### config.mk
export PLATFORM = sky130hd
export DESIGN_NAME = master_status_reply_builder
export DESIGN_NICKNAME = d
export VERILOG_FILES = /design/src/status_reply_pkg.sv /design/src/master_status_reply_builder.sv
export VERILOG_INCLUDE_DIRS = /design/src
export SDC_FILE = /design/constraint.sdc
export NUM_CORES = 1
export LEC_CHECK = 0
export BUFFER_PORTS_ARGS = -buffer_cell sky130_fd_sc_hd__buf_4
export CAP_MARGIN = 20
export CORE_MARGIN = 4
export CORE_UTILIZATION = 25
export CTS_CLUSTER_SIZE = 12
export DETAILED_ROUTE_END_ITERATION = 10
export PLACE_DENSITY = 0.4
export SETUP_SLACK_MARGIN = 0.1
export SYNTH_ARGS = -nofsm -noshare
export SYNTH_HDL_FRONTEND = slang
export SYNTH_SLANG_ARGS = --single-unit
### constraint.sdc
create_clock -name CLK_SYS -period 2.64 [get_ports CLK_SYS]
set_input_delay 0 -clock CLK_SYS [delete_from_list [all_inputs] [get_ports CLK_SYS]]
set_output_delay 0 -clock CLK_SYS [all_outputs]
set_load 0.01 [all_outputs]
### src/status_reply_map.svh
// Offsets, field positions, codes and reset values of the master status reply
`ifndef STATUS_REPLY_MAP_SVH
`define STATUS_REPLY_MAP_SVH

`define STATUS_CMD_CODE       16'h0002
`define REPLY_MIN_WORDS       16'h0009
`define REPLY_LAST_WORD       4'h9
`define WORD_ECHO             4'h1
`define WORD_FLAGS            4'h2
`define WORD_STATE            4'h3
`define WORD_ERROR            4'h4
`define HDR_WORD_FLAGS_STATE  4'h4
`define HDR_WORD_EVENT        4'h5
`define HDR_WORD_BUS_ERRORS   4'h6
`define HDR_WORD_TIMEOUTS     4'h7

`define FLAG_PARAM_BIT        0
`define FLAG_AUTO_CLEAR_BIT   1
`define FLAG_NO_EXCHANGE_BIT  2
`define FLAG_FATAL_BIT        3
`define FLAG_SHORT_BIT        4
`define FLAG_UNREADY_BIT      5
`define FLAG_TIMEOUT_BIT      6

`define CODE_IDLE             8'h00
`define CODE_HALTED           8'h40
`define CODE_CLEARING         8'h80
`define CODE_OPERATING        8'hc0

`define MASTER_SOURCE_ADDR    8'hff
`define MAX_STATION_ADDR      8'h7d
`define NO_ERROR_ADDR         8'h00
`define NO_ERROR_EVENT        8'h00
`define FLAGS_RESET           8'h00
`define COUNT_RESET           16'h0000

`endif

### src/status_reply_pkg.sv
// Types shared by the master status reply builder
package status_reply_pkg;

	// Control states, encoded as the reported state code
	typedef enum logic [7:0] {
		IDLE_STATE = 8'h00,
		HALTED     = 8'h40,
		CLEARING   = 8'h80,
		OPERATING  = 8'hc0
	} ctrl_state_type;

	// Global state flag byte
	typedef struct packed {
		logic reserved7;
		logic telegram_timeout_flag;
		logic host_unready_flag;
		logic short_circuit_flag;
		logic fatal_net_flag;
		logic no_exchange_flag;
		logic auto_clear_flag;
		logic param_error_flag;
	} flags_type;

	// Everything a reply is built from, captured together
	typedef struct packed {
		flags_type   flags;
		logic [7:0]  state_code;
		logic [7:0]  err_addr;
		logic [7:0]  err_event;
		logic [15:0] bus_errors;
		logic [15:0] timeouts;
	} snapshot_type;

endpackage
### src/master_status_reply_builder.sv
// Master status reply builder: flags, control state, error record and reply streamer
// Functional notes
// - First reply word echoes the status command code 0x0002.
// - Word 2 flags, word 3 state code, word 4 low address, high event.
// - Words 5 to 9 reserved; requester must offer at least nine words.
// - With no error reported, every flag bit reads zero.
// - Bit 0 parameterization error; bit 1 auto-clear end state reached.
// - Bit 2 some slave not exchanging; bit 3 fatal network fault.
// - Bit 4 set by first short circuit; each one counts until the counter saturates, header word 6.
// - Bit 5 shows the host program not yet ready.
// - Bit 6 set by first telegram timeout; each one counts until the counter saturates, header word 7.
// - State code is 0x00 idle, 0x40 halted, 0x80 clearing, 0xC0 operating.
// - Halted loads bus parameters, initializes diagnostics, moves no data.
// - Clearing configures slaves, reads inputs, holds outputs back.
// - Operating sends outputs cyclically and reads inputs every cycle.
// - Master-sourced error puts 255 in the address byte.
// - Station error puts its address 0 to 125 and its code.
// - Event byte holds the code of the device in the address byte.
// - Header word 4 mirrors flags low byte, state code high byte.
// - Header word 5 high byte mirrors the error event code.
`timescale 1ns/10ps
`default_nettype none
`include "status_reply_map.svh"

module master_status_reply_builder
	import status_reply_pkg::*;
#(
	parameter int CNT_W = 16
) (
	input  wire logic        CLK_SYS,
	input  wire logic        RESET_N,
	input  wire logic        PARAM_ERROR,
	input  wire logic        AUTO_CLEAR_END,
	input  wire logic        NO_EXCHANGE,
	input  wire logic        FATAL_NET,
	input  wire logic        SHORT_EVENT,
	input  wire logic        HOST_UNREADY,
	input  wire logic        TIMEOUT_EVENT,
	input  wire logic        CLEAR_ERRORS,
	input  wire logic        ERR_VALID,
	input  wire logic        ERR_FROM_MASTER,
	input  wire logic [7:0]  ERR_STATION,
	input  wire logic [7:0]  ERR_CODE,
	input  wire logic        STATE_GO,
	input  wire logic [1:0]  STATE_TARGET,
	input  wire logic        STAT_REQ,
	input  wire logic        STAT_HEADER,
	input  wire logic [15:0] STAT_CMD,
	input  wire logic [15:0] STAT_SIZE,
	output logic             STAT_BUSY,
	output logic             REPLY_VALID,
	output logic [3:0]       REPLY_NUM,
	output logic [15:0]      REPLY_DATA,
	output logic             REPLY_REFUSED,
	output logic [7:0]       CONTROL_STATE_CODE,
	output logic             LOAD_BUS_PARAMS,
	output logic             INIT_DIAG,
	output logic             CONFIG_SLAVES,
	output logic             READ_INPUTS,
	output logic             HOLD_OUTPUTS,
	output logic             SEND_OUTPUTS
);

	// Counters are reported in one reply word, so they may not exceed it
	if (CNT_W < 1 || CNT_W > 16) begin : g_cnt_w_bad
		$error("CNT_W must lie between 1 and 16");
	end

	////////////////////////////////////////////////////////////////////////
	// Global state flags

	flags_type              flags_r;
	flags_type              flags_nxt;
	logic                   short_seen_r;
	logic                   short_seen_nxt;
	logic                   timeout_seen_r;
	logic                   timeout_seen_nxt;
	logic [CNT_W-1:0]       bus_err_cnt_r;
	logic [CNT_W-1:0]       bus_err_cnt_nxt;
	logic [CNT_W-1:0]       timeout_cnt_r;
	logic [CNT_W-1:0]       timeout_cnt_nxt;
	wire logic              bus_err_full;
	wire logic              timeout_full;

	// Sticky bits: an event in the clearing cycle still sets, set wins
	assign short_seen_nxt = SHORT_EVENT | (short_seen_r & ~CLEAR_ERRORS);
	assign timeout_seen_nxt = TIMEOUT_EVENT | (timeout_seen_r & ~CLEAR_ERRORS);

	// Counters saturate rather than wrap, so a large count never reads small
	assign bus_err_full    = &bus_err_cnt_r;
	assign timeout_full    = &timeout_cnt_r;
	assign bus_err_cnt_nxt = SHORT_EVENT && !bus_err_full ? bus_err_cnt_r + 1'b1 : bus_err_cnt_r;
	assign timeout_cnt_nxt = TIMEOUT_EVENT && !timeout_full ? timeout_cnt_r + 1'b1 : timeout_cnt_r;

	// Level flags follow their sources one cycle late; bit 7 stays zero
	always_comb begin
		flags_nxt                       = flags_type'(`FLAGS_RESET);
		flags_nxt.param_error_flag      = PARAM_ERROR;
		flags_nxt.auto_clear_flag       = AUTO_CLEAR_END;
		flags_nxt.no_exchange_flag      = NO_EXCHANGE;
		flags_nxt.fatal_net_flag        = FATAL_NET;
		flags_nxt.short_circuit_flag    = short_seen_nxt;
		flags_nxt.host_unready_flag     = HOST_UNREADY;
		flags_nxt.telegram_timeout_flag = timeout_seen_nxt;
		flags_nxt.reserved7             = 1'b0;
	end

	// Flag and counter registers
	always_ff @(posedge CLK_SYS or negedge RESET_N) begin
		if (!RESET_N) begin
			flags_r       <= flags_type'(`FLAGS_RESET);
			short_seen_r  <= 1'b0;
			timeout_seen_r <= 1'b0;
			bus_err_cnt_r  <= '0;
			timeout_cnt_r  <= '0;
		end else begin
			flags_r       <= flags_nxt;
			short_seen_r  <= short_seen_nxt;
			timeout_seen_r <= timeout_seen_nxt;
			bus_err_cnt_r  <= bus_err_cnt_nxt;
			timeout_cnt_r  <= timeout_cnt_nxt;
		end
	end

	////////////////////////////////////////////////////////////////////////
	// Error record: address of the failing device and its event code

	logic [7:0]             err_addr_r;
	logic [7:0]             err_addr_nxt;
	logic [7:0]             err_event_r;
	logic [7:0]             err_event_nxt;
	wire logic              station_ok;
	wire logic              err_take;

	// Station reports beyond the legal address range are dropped
	assign station_ok = ERR_STATION <= `MAX_STATION_ADDR;
	assign err_take   = ERR_VALID && (ERR_FROM_MASTER || station_ok);

	// A new report wins over a clear in the same cycle
	assign err_addr_nxt  = !err_take ? (CLEAR_ERRORS ? `NO_ERROR_ADDR : err_addr_r) :
		ERR_FROM_MASTER ? `MASTER_SOURCE_ADDR : ERR_STATION;
	assign err_event_nxt = err_take ? ERR_CODE :
		(CLEAR_ERRORS ? `NO_ERROR_EVENT : err_event_r);

	// Address and event always load together so they never disagree
	always_ff @(posedge CLK_SYS or negedge RESET_N) begin
		if (!RESET_N) begin
			err_addr_r  <= `NO_ERROR_ADDR;
			err_event_r <= `NO_ERROR_EVENT;
		end else begin
			err_addr_r  <= err_addr_nxt;
			err_event_r <= err_event_nxt;
		end
	end

	////////////////////////////////////////////////////////////////////////
	// Control state machine

	ctrl_state_type         state_r;
	ctrl_state_type         state_nxt;
	ctrl_state_type         target;
	logic                   init_diag_r;

	// Requested target, decoded from the two-bit selector
	assign target = STATE_TARGET == 2'h0 ? IDLE_STATE :
		STATE_TARGET == 2'h1 ? HALTED :
		STATE_TARGET == 2'h2 ? CLEARING : OPERATING;

	// A fatal fault forces halt unless the next state is idle; auto-clear end drops operation to clearing
	always_comb begin
		state_nxt = state_r;
		if (STATE_GO) begin
			state_nxt = target;
		end
		unique case (state_r)
			OPERATING: begin
				if (AUTO_CLEAR_END) begin
					state_nxt = CLEARING;
				end
			end
			IDLE_STATE, HALTED, CLEARING: begin
			end
		endcase
		if (FATAL_NET && state_nxt != IDLE_STATE) begin
			state_nxt = HALTED;
		end
	end

	// State register and one-cycle diagnostic init on entry to halt
	always_ff @(posedge CLK_SYS or negedge RESET_N) begin
		if (!RESET_N) begin
			state_r     <= IDLE_STATE;
			init_diag_r <= 1'b0;
		end else begin
			state_r     <= state_nxt;
			init_diag_r <= state_nxt == HALTED && state_r != HALTED;
		end
	end

	// Phase outputs decode the state register directly, except INIT_DIAG, which comes from init_diag_r
	assign CONTROL_STATE_CODE = state_r;
	assign LOAD_BUS_PARAMS    = state_r == HALTED;
	assign INIT_DIAG          = init_diag_r;
	assign CONFIG_SLAVES      = state_r == CLEARING;
	assign READ_INPUTS        = state_r == CLEARING || state_r == OPERATING;
	assign HOLD_OUTPUTS       = state_r == CLEARING;
	assign SEND_OUTPUTS       = state_r == OPERATING;

	////////////////////////////////////////////////////////////////////////
	// Reply streamer

	snapshot_type           live;
	snapshot_type           snap_r;
	logic                   busy_r;
	logic                   hdr_r;
	logic [3:0]             idx_r;
	logic                   out_valid_r;
	logic [3:0]             out_num_r;
	logic [15:0]            out_data_r;
	logic                   refused_r;
	logic [15:0]            word_nxt;
	wire logic              size_ok;
	wire logic              cmd_ok;
	wire logic              req_take;
	wire logic              req_bad;

	// Counters widen to a full reply word
	always_comb begin
		live            = '0;
		live.flags      = flags_r;
		live.state_code = state_r;
		live.err_addr   = err_addr_r;
		live.err_event  = err_event_r;
		live.bus_errors = 16'(bus_err_cnt_r);
		live.timeouts   = 16'(timeout_cnt_r);
	end

	// Too small an answer area is refused whole, never truncated
	assign size_ok  = STAT_SIZE >= `REPLY_MIN_WORDS;
	assign cmd_ok   = STAT_HEADER || STAT_CMD == `STATUS_CMD_CODE;
	assign req_take = STAT_REQ && !busy_r && size_ok && cmd_ok;
	assign req_bad  = STAT_REQ && !busy_r && !(size_ok && cmd_ok);

	// Word selection from the frozen snapshot; unnamed words read zero
	always_comb begin
		word_nxt = 16'h0000;
		if (!hdr_r) begin
			if (idx_r == `WORD_ECHO) begin
				word_nxt = `STATUS_CMD_CODE;
			end else if (idx_r == `WORD_FLAGS) begin
				word_nxt = {8'h00, snap_r.flags};
			end else if (idx_r == `WORD_STATE) begin
				word_nxt = {8'h00, snap_r.state_code};
			end else if (idx_r == `WORD_ERROR) begin
				word_nxt = {snap_r.err_event, snap_r.err_addr};
			end
		end else begin
			if (idx_r == `HDR_WORD_FLAGS_STATE) begin
				word_nxt = {snap_r.state_code, snap_r.flags};
			end else if (idx_r == `HDR_WORD_EVENT) begin
				word_nxt = {snap_r.err_event, 8'h00};
			end else if (idx_r == `HDR_WORD_BUS_ERRORS) begin
				word_nxt = snap_r.bus_errors;
			end else if (idx_r == `HDR_WORD_TIMEOUTS) begin
				word_nxt = snap_r.timeouts;
			end
		end
	end

	// Accept, snapshot, then one word per cycle through word 9
	always_ff @(posedge CLK_SYS or negedge RESET_N) begin
		if (!RESET_N) begin
			busy_r <= 1'b0;
			hdr_r  <= 1'b0;
			idx_r  <= 4'h0;
			snap_r <= '0;
		end else if (req_take) begin
			busy_r <= 1'b1;
			hdr_r  <= STAT_HEADER;
			idx_r  <= `WORD_ECHO;
			snap_r <= live;
		end else if (busy_r) begin
			busy_r <= idx_r != `REPLY_LAST_WORD;
			idx_r  <= idx_r + 4'h1;
		end
	end

	// Registered reply outputs
	always_ff @(posedge CLK_SYS or negedge RESET_N) begin
		if (!RESET_N) begin
			out_valid_r <= 1'b0;
			out_num_r   <= 4'h0;
			out_data_r  <= 16'h0000;
			refused_r   <= 1'b0;
		end else begin
			out_valid_r <= busy_r;
			out_num_r   <= busy_r ? idx_r : 4'h0;
			out_data_r  <= busy_r ? word_nxt : 16'h0000;
			refused_r   <= req_bad;
		end
	end

	assign STAT_BUSY     = busy_r;
	assign REPLY_VALID   = out_valid_r;
	assign REPLY_NUM     = out_num_r;
	assign REPLY_DATA    = out_data_r;
	assign REPLY_REFUSED = refused_r;
endmodule // master_status_reply_builder

`default_nettype wire

==> results.cfg, run 1 <==
[drt]
viasPerCell = 4.57
post_drt_wl_per_cell_um = 16.4
num_vias = 5113
drt-pass1-iter-count = 4
drc = 0
drtAntennaViolNets = 0
drtIter0Drc = 302
routed_wirelength_mm = 18.3

[sta]
post-route-period-util_pct = 84.6
max_slew_margin_pct = 48.5
skew_ps = 8.69
rsz0062_at_grt = no
fmax_mhz = 448
drv_slew = 0
setup_tns_ps = 0
report.final.setup_viol = 0
setup_ws_ps = 408
worstMarginPinSlew_ps = 773
period_minus_slack_ps = 2230
hold_viol_final = 0

[synth]
synthFlopType = dfrtp_1
avgSynthCellArea_sq_um = 11.6
ys_seq_area_share_pct = 56.0
ys_warn_count = 0
netlist_area_sq_um = 6920
syn_inst = 598
synth_edf_count = 0
ys_types = 52
async_reset_ff_share_pct = 100
yosys_register_bits = 155
synth_fp_nets = 669

[finish]
final_cell_mix = dfrtp_1, buf_4, mux2_2
layout_commonest_cell = dfrtp_1
final_cells = 1118
drive_gt1_share_pct = 25.7
diodes = 0
syn_to_final_growth_pct = 31.6
fin_util_pct = 33.6
nets = 807

[placed_design]
place_congestion = 0.811
port_buffers = 101
pre_cts_ws_ps = 507
hpwlAfterDp_mm = 13.0
dp.cells = 1049

[setup_path]
worstPathMaxFanout = 20
crit_path_end_kind = flop
required_ps = 2980
worstSetupStartpointType = input port
crit_type = input port to flop
cp.arrival_ps = 2580

[run_status]
status = complete, no violations

[floorplanning]
fp.dieH_um = 174
num_rows = 60
io_pins = 102
core-area_sq_um = 27100
fp.dieArea_sq_um = 30400
initial_utilization_pct = 25.5
die_w_um = 174

[pwr]
p_leak_uw = 0.00411
ir_drop_uv = 357
pwr_density_cell_nw_per_um2 = 865
fin_total_pwr_uw = 7880

[clock_network]
cts.clk_slew.worst_paths_ps = 60
ctsLongestPathBuffers = 2
cts_resized = 0
htree_num_levels = 4
cts_sinks = 155
cts_setup_buffers = 0
cts_buffers = 17
cts_tree = done
clk_latency_ps = 420
clock-root-buffer = clkbuf_16

[global_route]
grt_pass1_vias = 5211
grt_usage_pct = 12.3
grt_first_pass_wirelength_mm = 29.8
antenna_found_initial = 0
gr-total-overflow = 0
grt_max_degree = 68

[job]
cap_viol_max_count = 0

[min_path]
hold_path_class = input port to flop
==> power by group <==
part | internal (uW) | switching, uW | leakage, uW | total (uW)
Sequential | 2910 | 496 | 0.00199 | 3410
Combinational | 892 | 999 | 0.00182 | 1890
Clock | 1640 | 938 | 0.000294 | 2580
==> flip-flops by register name, summed over array words and instances (netlist names) <==
name,flops
REPLY_DATA,16
INIT_DIAG,1
bus_err_cnt_r,16
REPLY_VALID,1
idx_r,4
REPLY_NUM,4
err_addr_r,8
flags_r,5
REPLY_REFUSED,1
timeout_cnt_r,16
short_seen_r,1
STAT_BUSY,1
hdr_r,1
CONTROL_STATE_CODE,8
timeout_seen_r,1
err_event_r,8
snap_r,63
==> synth_stat cells (2+ instances only) <==
cell type / instances / area, sq um
nor3b_1: 5 / 37.5
and3_1: 7 / 43.8
a31oi_1: 3 / 18.8
a21oi_1: 16 / 80.1
or3_1: 2 / 12.5
nor2b_1: 12 / 75.1
o221ai_1: 2 / 17.5
nand3b_1: 4 / 30.0
inv_1: 12 / 45.0
o21a_1: 3 / 22.5
nand4_1: 7 / 43.8
nor3_1: 12 / 60.1
buf_4: 4 / 30.0
and2_1: 11 / 68.8
buf_6: 3 / 33.8
mux2i_1: 2 / 20.0
a21o_1: 3 / 22.5
xnor2_1: 11 / 96.3
mux2_2: 46 / 518
clkbuf_1: 22 / 82.6
mux2_1: 26 / 293
buf_1: 2 / 7.51
ha_1: 6 / 75.1
nand2_1: 34 / 128
xor2_1: 12 / 105
nand2b_1: 4 / 25.0
a22oi_1: 36 / 270
nor4b_1: 2 / 17.5
o21ai_0: 39 / 195
nor4_1: 9 / 56.3
nor2_1: 27 / 101
and3b_1: 2 / 17.5
nor2_2: 2 / 12.5
nand3_1: 35 / 175
and4_1: 4 / 35.0
dfrtp_1: 155 / 3880
==> repair_timing <==
| action | 4_1_cts | 5_1_grt |
|---|---|---|
| endpoints found under the hold margin | 101 | 0 |
| setup endpoints to repair | 0 | 0 |
| hold buffers | 40 | 0 |
==> cell families (layout without fill, tap and decap cells) <==
group	after synthesis	count (layout)	synth area share (%)
DFF	155	155	56.0
AOI/OAI and AO/OA	111	111	10.4
and+or+nand+nor	183	183	14.3
adders and majority gates	6	6	1.08
muxes	75	75	12.2
buffers and inverters	45	193	3.14
xor gates and xnor gates	23	23	2.91
==> critical path, stage by stage <==
cell and delay, ps:
dlygate4sd3_1 540, buf_4 110, and4_1 180, a31oi_1 80, o21ai_1 570, buf_4 340, nor3_1 70, dlygate4sd3_1 560
a21oi_1 110
==> final timing paths <==
| check | to | depth (start not counted) | from | slack (ps) |
|---|---|---|---|---|
| max | err_addr_r[3]$_DFFE_PN0P_ | 9 | ERR_STATION[6] | 410 |
| min | INIT_DIAG$_DFF_PN0_ | 5 | STATE_TARGET[0] | 50 |
| max reg2reg | REPLY_DATA[6]$_DFF_PN0_ | 6 | idx_r[1]$_DFFE_PN0P_ | 480 |
| min reg2reg | timeout_seen_r$_DFF_PN0_ | 1 | timeout_seen_r$_DFF_PN0_ | 480 |
| max in group asynchronous | REPLY_DATA[1]$_DFF_PN0_ | 3 | RESET_N | 1800 |
| min in group asynchronous | timeout_cnt_r[2]$_DFFE_PN0P_ | 2 | RESET_N | 140 |
==> metrics by stage <==
step,hold slack (ps),area (sq um)
6_report,47.9,9110
5_1_grt,10.1,9110
4_1_cts,14.8,9110
3_5_place_dp,42.9,8100
3_3_place_gp,36.9,8100
2_1_floorplan,-296,6920
==> area by class of cell <==
type / instances / area, sq um
sequential: 155 / 3880
clock inverter: 7 / 140
tap: 372 / 465
clock buffer: 22 / 474
inverter: 13 / 48.8
multi-input combinational: 398 / 2830
timing repair buffer: 151 / 1270
fill: 2712 / 18000
==> per-layer routing <==
metal | vias to the layer above | wire length (um) | GRT usage [%] | share of wire, %
met1 | 2541 | 8610 | 17.0 | 47
met4 | 0 | 289 | 3.93 | 1.6
met3 | 19 | 884 | 3.41 | 4.8
met5 | - | 0 | 0 | 0
met2 | 117 | 8510 | 18.8 | 47
li1 | 2436 | - | - | -
(Power assumes the default switching activity.)
==> run 2: changes to the inputs <==
--- a/config.mk
+++ b/config.mk
@@ -12,7 +12,7 @@
 export CORE_UTILIZATION = 25
 export CTS_CLUSTER_SIZE = 12
 export DETAILED_ROUTE_END_ITERATION = 10
-export PLACE_DENSITY = 0.4
+export PLACE_DENSITY = 0.42
 export SETUP_SLACK_MARGIN = 0.1
 export SYNTH_ARGS = -nofsm -noshare
 export SYNTH_HDL_FRONTEND = slang
==> constraint.sdc (replaced) <==
create_clock -name CLK_SYS -period 1.9 [get_ports CLK_SYS]
set_input_delay 0 -clock CLK_SYS [delete_from_list [all_inputs] [get_ports CLK_SYS]]
set_output_delay 0 -clock CLK_SYS [all_outputs]
set_load 0.01 [all_outputs]
==> run 2 against run 1 <==
Critical path depth shrank 1. Final area rose by 5.7%. Register-to-register slack got worse by 300 ps. Critical path type unchanged. Core utilization grew 1.9 points. Clock-buffer cell count fell by 2. Combinational power increased by 75%. Largest cell class unchanged. Cell count increased by 4.2%. First-iteration DRC count is 13% lower. Worst hold slack improved by 32 ps. Flip-flop and latch count unchanged.
==> results.cfg, run 2 (synthesis gave the netlist of run 1 again) <==
[run_status]
status = complete, no violations

[min_path]
hold_depth = 5
worstHoldStart = STAT_SIZE[13]
hold_path_class = input port to flop
holdPathEnd = REPLY_REFUSED$_DFF_PN0_

[sta]
rsz0062_at_grt = yes
fmax_mhz = 574
hold_viol_final = 0
max_slew_margin_pct = 55.8
setup_tns_ps = 0
worstMarginPinSlew_ps = 663
drv_slew = 0
period_minus_slack_ps = 1740
post-route-period-util_pct = 91.6
skew_ps = 11.0
holdWs_ps = 79.9
report.final.setup_viol = 0

[pwr]
switching_share_pct = 31.8
p_leak_uw = 0.00437
p_clk_share_pct = 31.1
p_sw_uw = 3670
pwr_density_cell_nw_per_um2 = 1200
ir_drop_uv = 511
fin_total_pwr_uw = 11600
comb_power_share_pct = 28.5
p_int_uw = 7890
p_seq_share_pct = 40.4

[clock_network]
htree_num_levels = 4
cts_tree = done
cts_sinks = 155
clock-root-buffer = clkbuf_16
clk_latency_ps = 420
ctsLongestPathBuffers = 2
cts_buffers = 17
cts.clk_slew.worst_paths_ps = 70

[setup_path]
worstPathMaxFanout = 8
slowest_delay_ps = 550
ff2ff_path_depth = 8
slowest_stage = dlygate4sd3_1
required_ps = 2210
crit_path_end_kind = flop
crit_type = input port to flop
path_cells = dlygate4sd3_1 > buf_4 > and4_1 > a31oi_2 > o21ai_2 > buf_6 > a32o_1 > dlygate4sd3_1
reg2reg_from = idx_r[0]$_DFFE_PN0P_
r2r_end = REPLY_DATA[10]$_DFF_PN0_
worstSetupStartpointType = input port
crit_family = buffers and inverters
cp.arrival_ps = 2050
regToRegSetupSlack_ps = 180
crit_top_cell = dlygate4sd3_1
worst-path-buf-inv = 4

[finish]
diodes = 0
top_register = snap_r
seq_area_sq_um = 3880
syn_to_final_growth_pct = 39.1
nets = 851
nFillCells = 2695
multi_input_area_sq_um = 2940
largest_reg_flops = 63
fin_util_pct = 35.5
final_cell_mix = dfrtp_1, buf_4, mux2_2
drive_gt1_share_pct = 32.8
layout_commonest_cell = dfrtp_1
final_cells = 1165

[drt]
drtIter0Drc = 264
viasPerCell = 4.52
post_drt_wl_per_cell_um = 16.6
routed_wirelength_mm = 19.3
drc = 0
drt-pass1-iter-count = 4
num_vias = 5270
drtAntennaViolNets = 0

[floorplanning]
num_rows = 60
core-area_sq_um = 27100
io_pins = 102
fp.dieArea_sq_um = 30400
initial_utilization_pct = 25.5
fp.dieH_um = 174
die_w_um = 174

[placed_design]
port_buffers = 101
hpwlAfterDp_mm = 13.7
dp.cells = 1083
place_congestion = 0.820

[global_route]
grt_pass1_vias = 5547
grt_max_degree = 54
grt_usage_pct = 12.6
grt_first_pass_wirelength_mm = 30.5
antenna_found_initial = 0
gr-total-overflow = 0

[job]
cap_viol_max_count = 0
run 2: cell types whose count changed in the layout (fill, tap and decap cells not counted), sizes merged:
cell         previous run  this run
buf                   111       155
clkinv                  2         6
inv                    12        14
bufinv                  4         3
clkbuf                 22        21
dlygate4sd3            40        39
run 2: repair_timing:
action,in CTS,in global routing
endpoints found under the hold margin,127,0
gates cloned,0,2
resized for setup,6,27
setup buffers,4,5
hold buffers,39,0
setup endpoints to repair,8,31
pin swaps,2,5
run 2: per-stage QoR:
stage,instance area (sq um),setup WS [ps]
floorplan,6930,153
detailed placement,8380,39.4
CTS,9460,107
finish,9630,159
global route,9630,55.6
global placement,8380,80.8
run 2: worst max-delay path by stage:
stage                                 startpoint  slack (ps)                       endpoint  depth (start not counted)
finish                            ERR_STATION[6]         160      err_addr_r[7]$_DFFE_PN0P_                          8
global route                idx_r[0]$_DFFE_PN0P_          60        REPLY_DATA[1]$_DFF_PN0_                          8
CTS                 bus_err_cnt_r[0]$_DFFE_PN0P_         110   bus_err_cnt_r[1]$_DFFE_PN0P_                          6
detailed placement  bus_err_cnt_r[0]$_DFFE_PN0P_          40  bus_err_cnt_r[15]$_DFFE_PN0P_                          6
global placement    bus_err_cnt_r[0]$_DFFE_PN0P_          80  bus_err_cnt_r[15]$_DFFE_PN0P_                          5
floorplan                   idx_r[0]$_DFFE_PN0P_         150        REPLY_DATA[7]$_DFF_PN0_                          9
run 2: final cells by class:
cell class	instances	share of cell area (%)
Tap cell	372	4.83
Clock buffer	20	4.84
Inverter	13	0.507
Sequential cell	155	40.3
Multi-Input combinational cell	398	30.5
Timing Repair Buffer	195	17.3
Clock inverter	12	1.69
run 2: per-layer routing:
| layer | GRT usage [%] | routed length [um] |
|---|---|---|
| met1 | 16.5 | 8830 |
| met2 | 20.5 | 9220 |
| met3 | 3.39 | 939 |
| met4 | 3.89 | 297 |
| met5 | 0 | 0 |
run 2: tightest hold or removal path, cell delays in order:
cell,delay (ps)
buf_4,80
nor4_1,30
nand4_1,90
nor2b_1,190
nor3b_1,70
run 2: power groups by stage:
stage	Combinational [uW]	Clock, uW	Sequential, uW
finish	3300	3590	4680
global route	3630	3830	4770
floorplan	1730	0	4550
detailed placement	2960	0	4740
CTS	3060	3680	4680
global placement	2900	0	4720
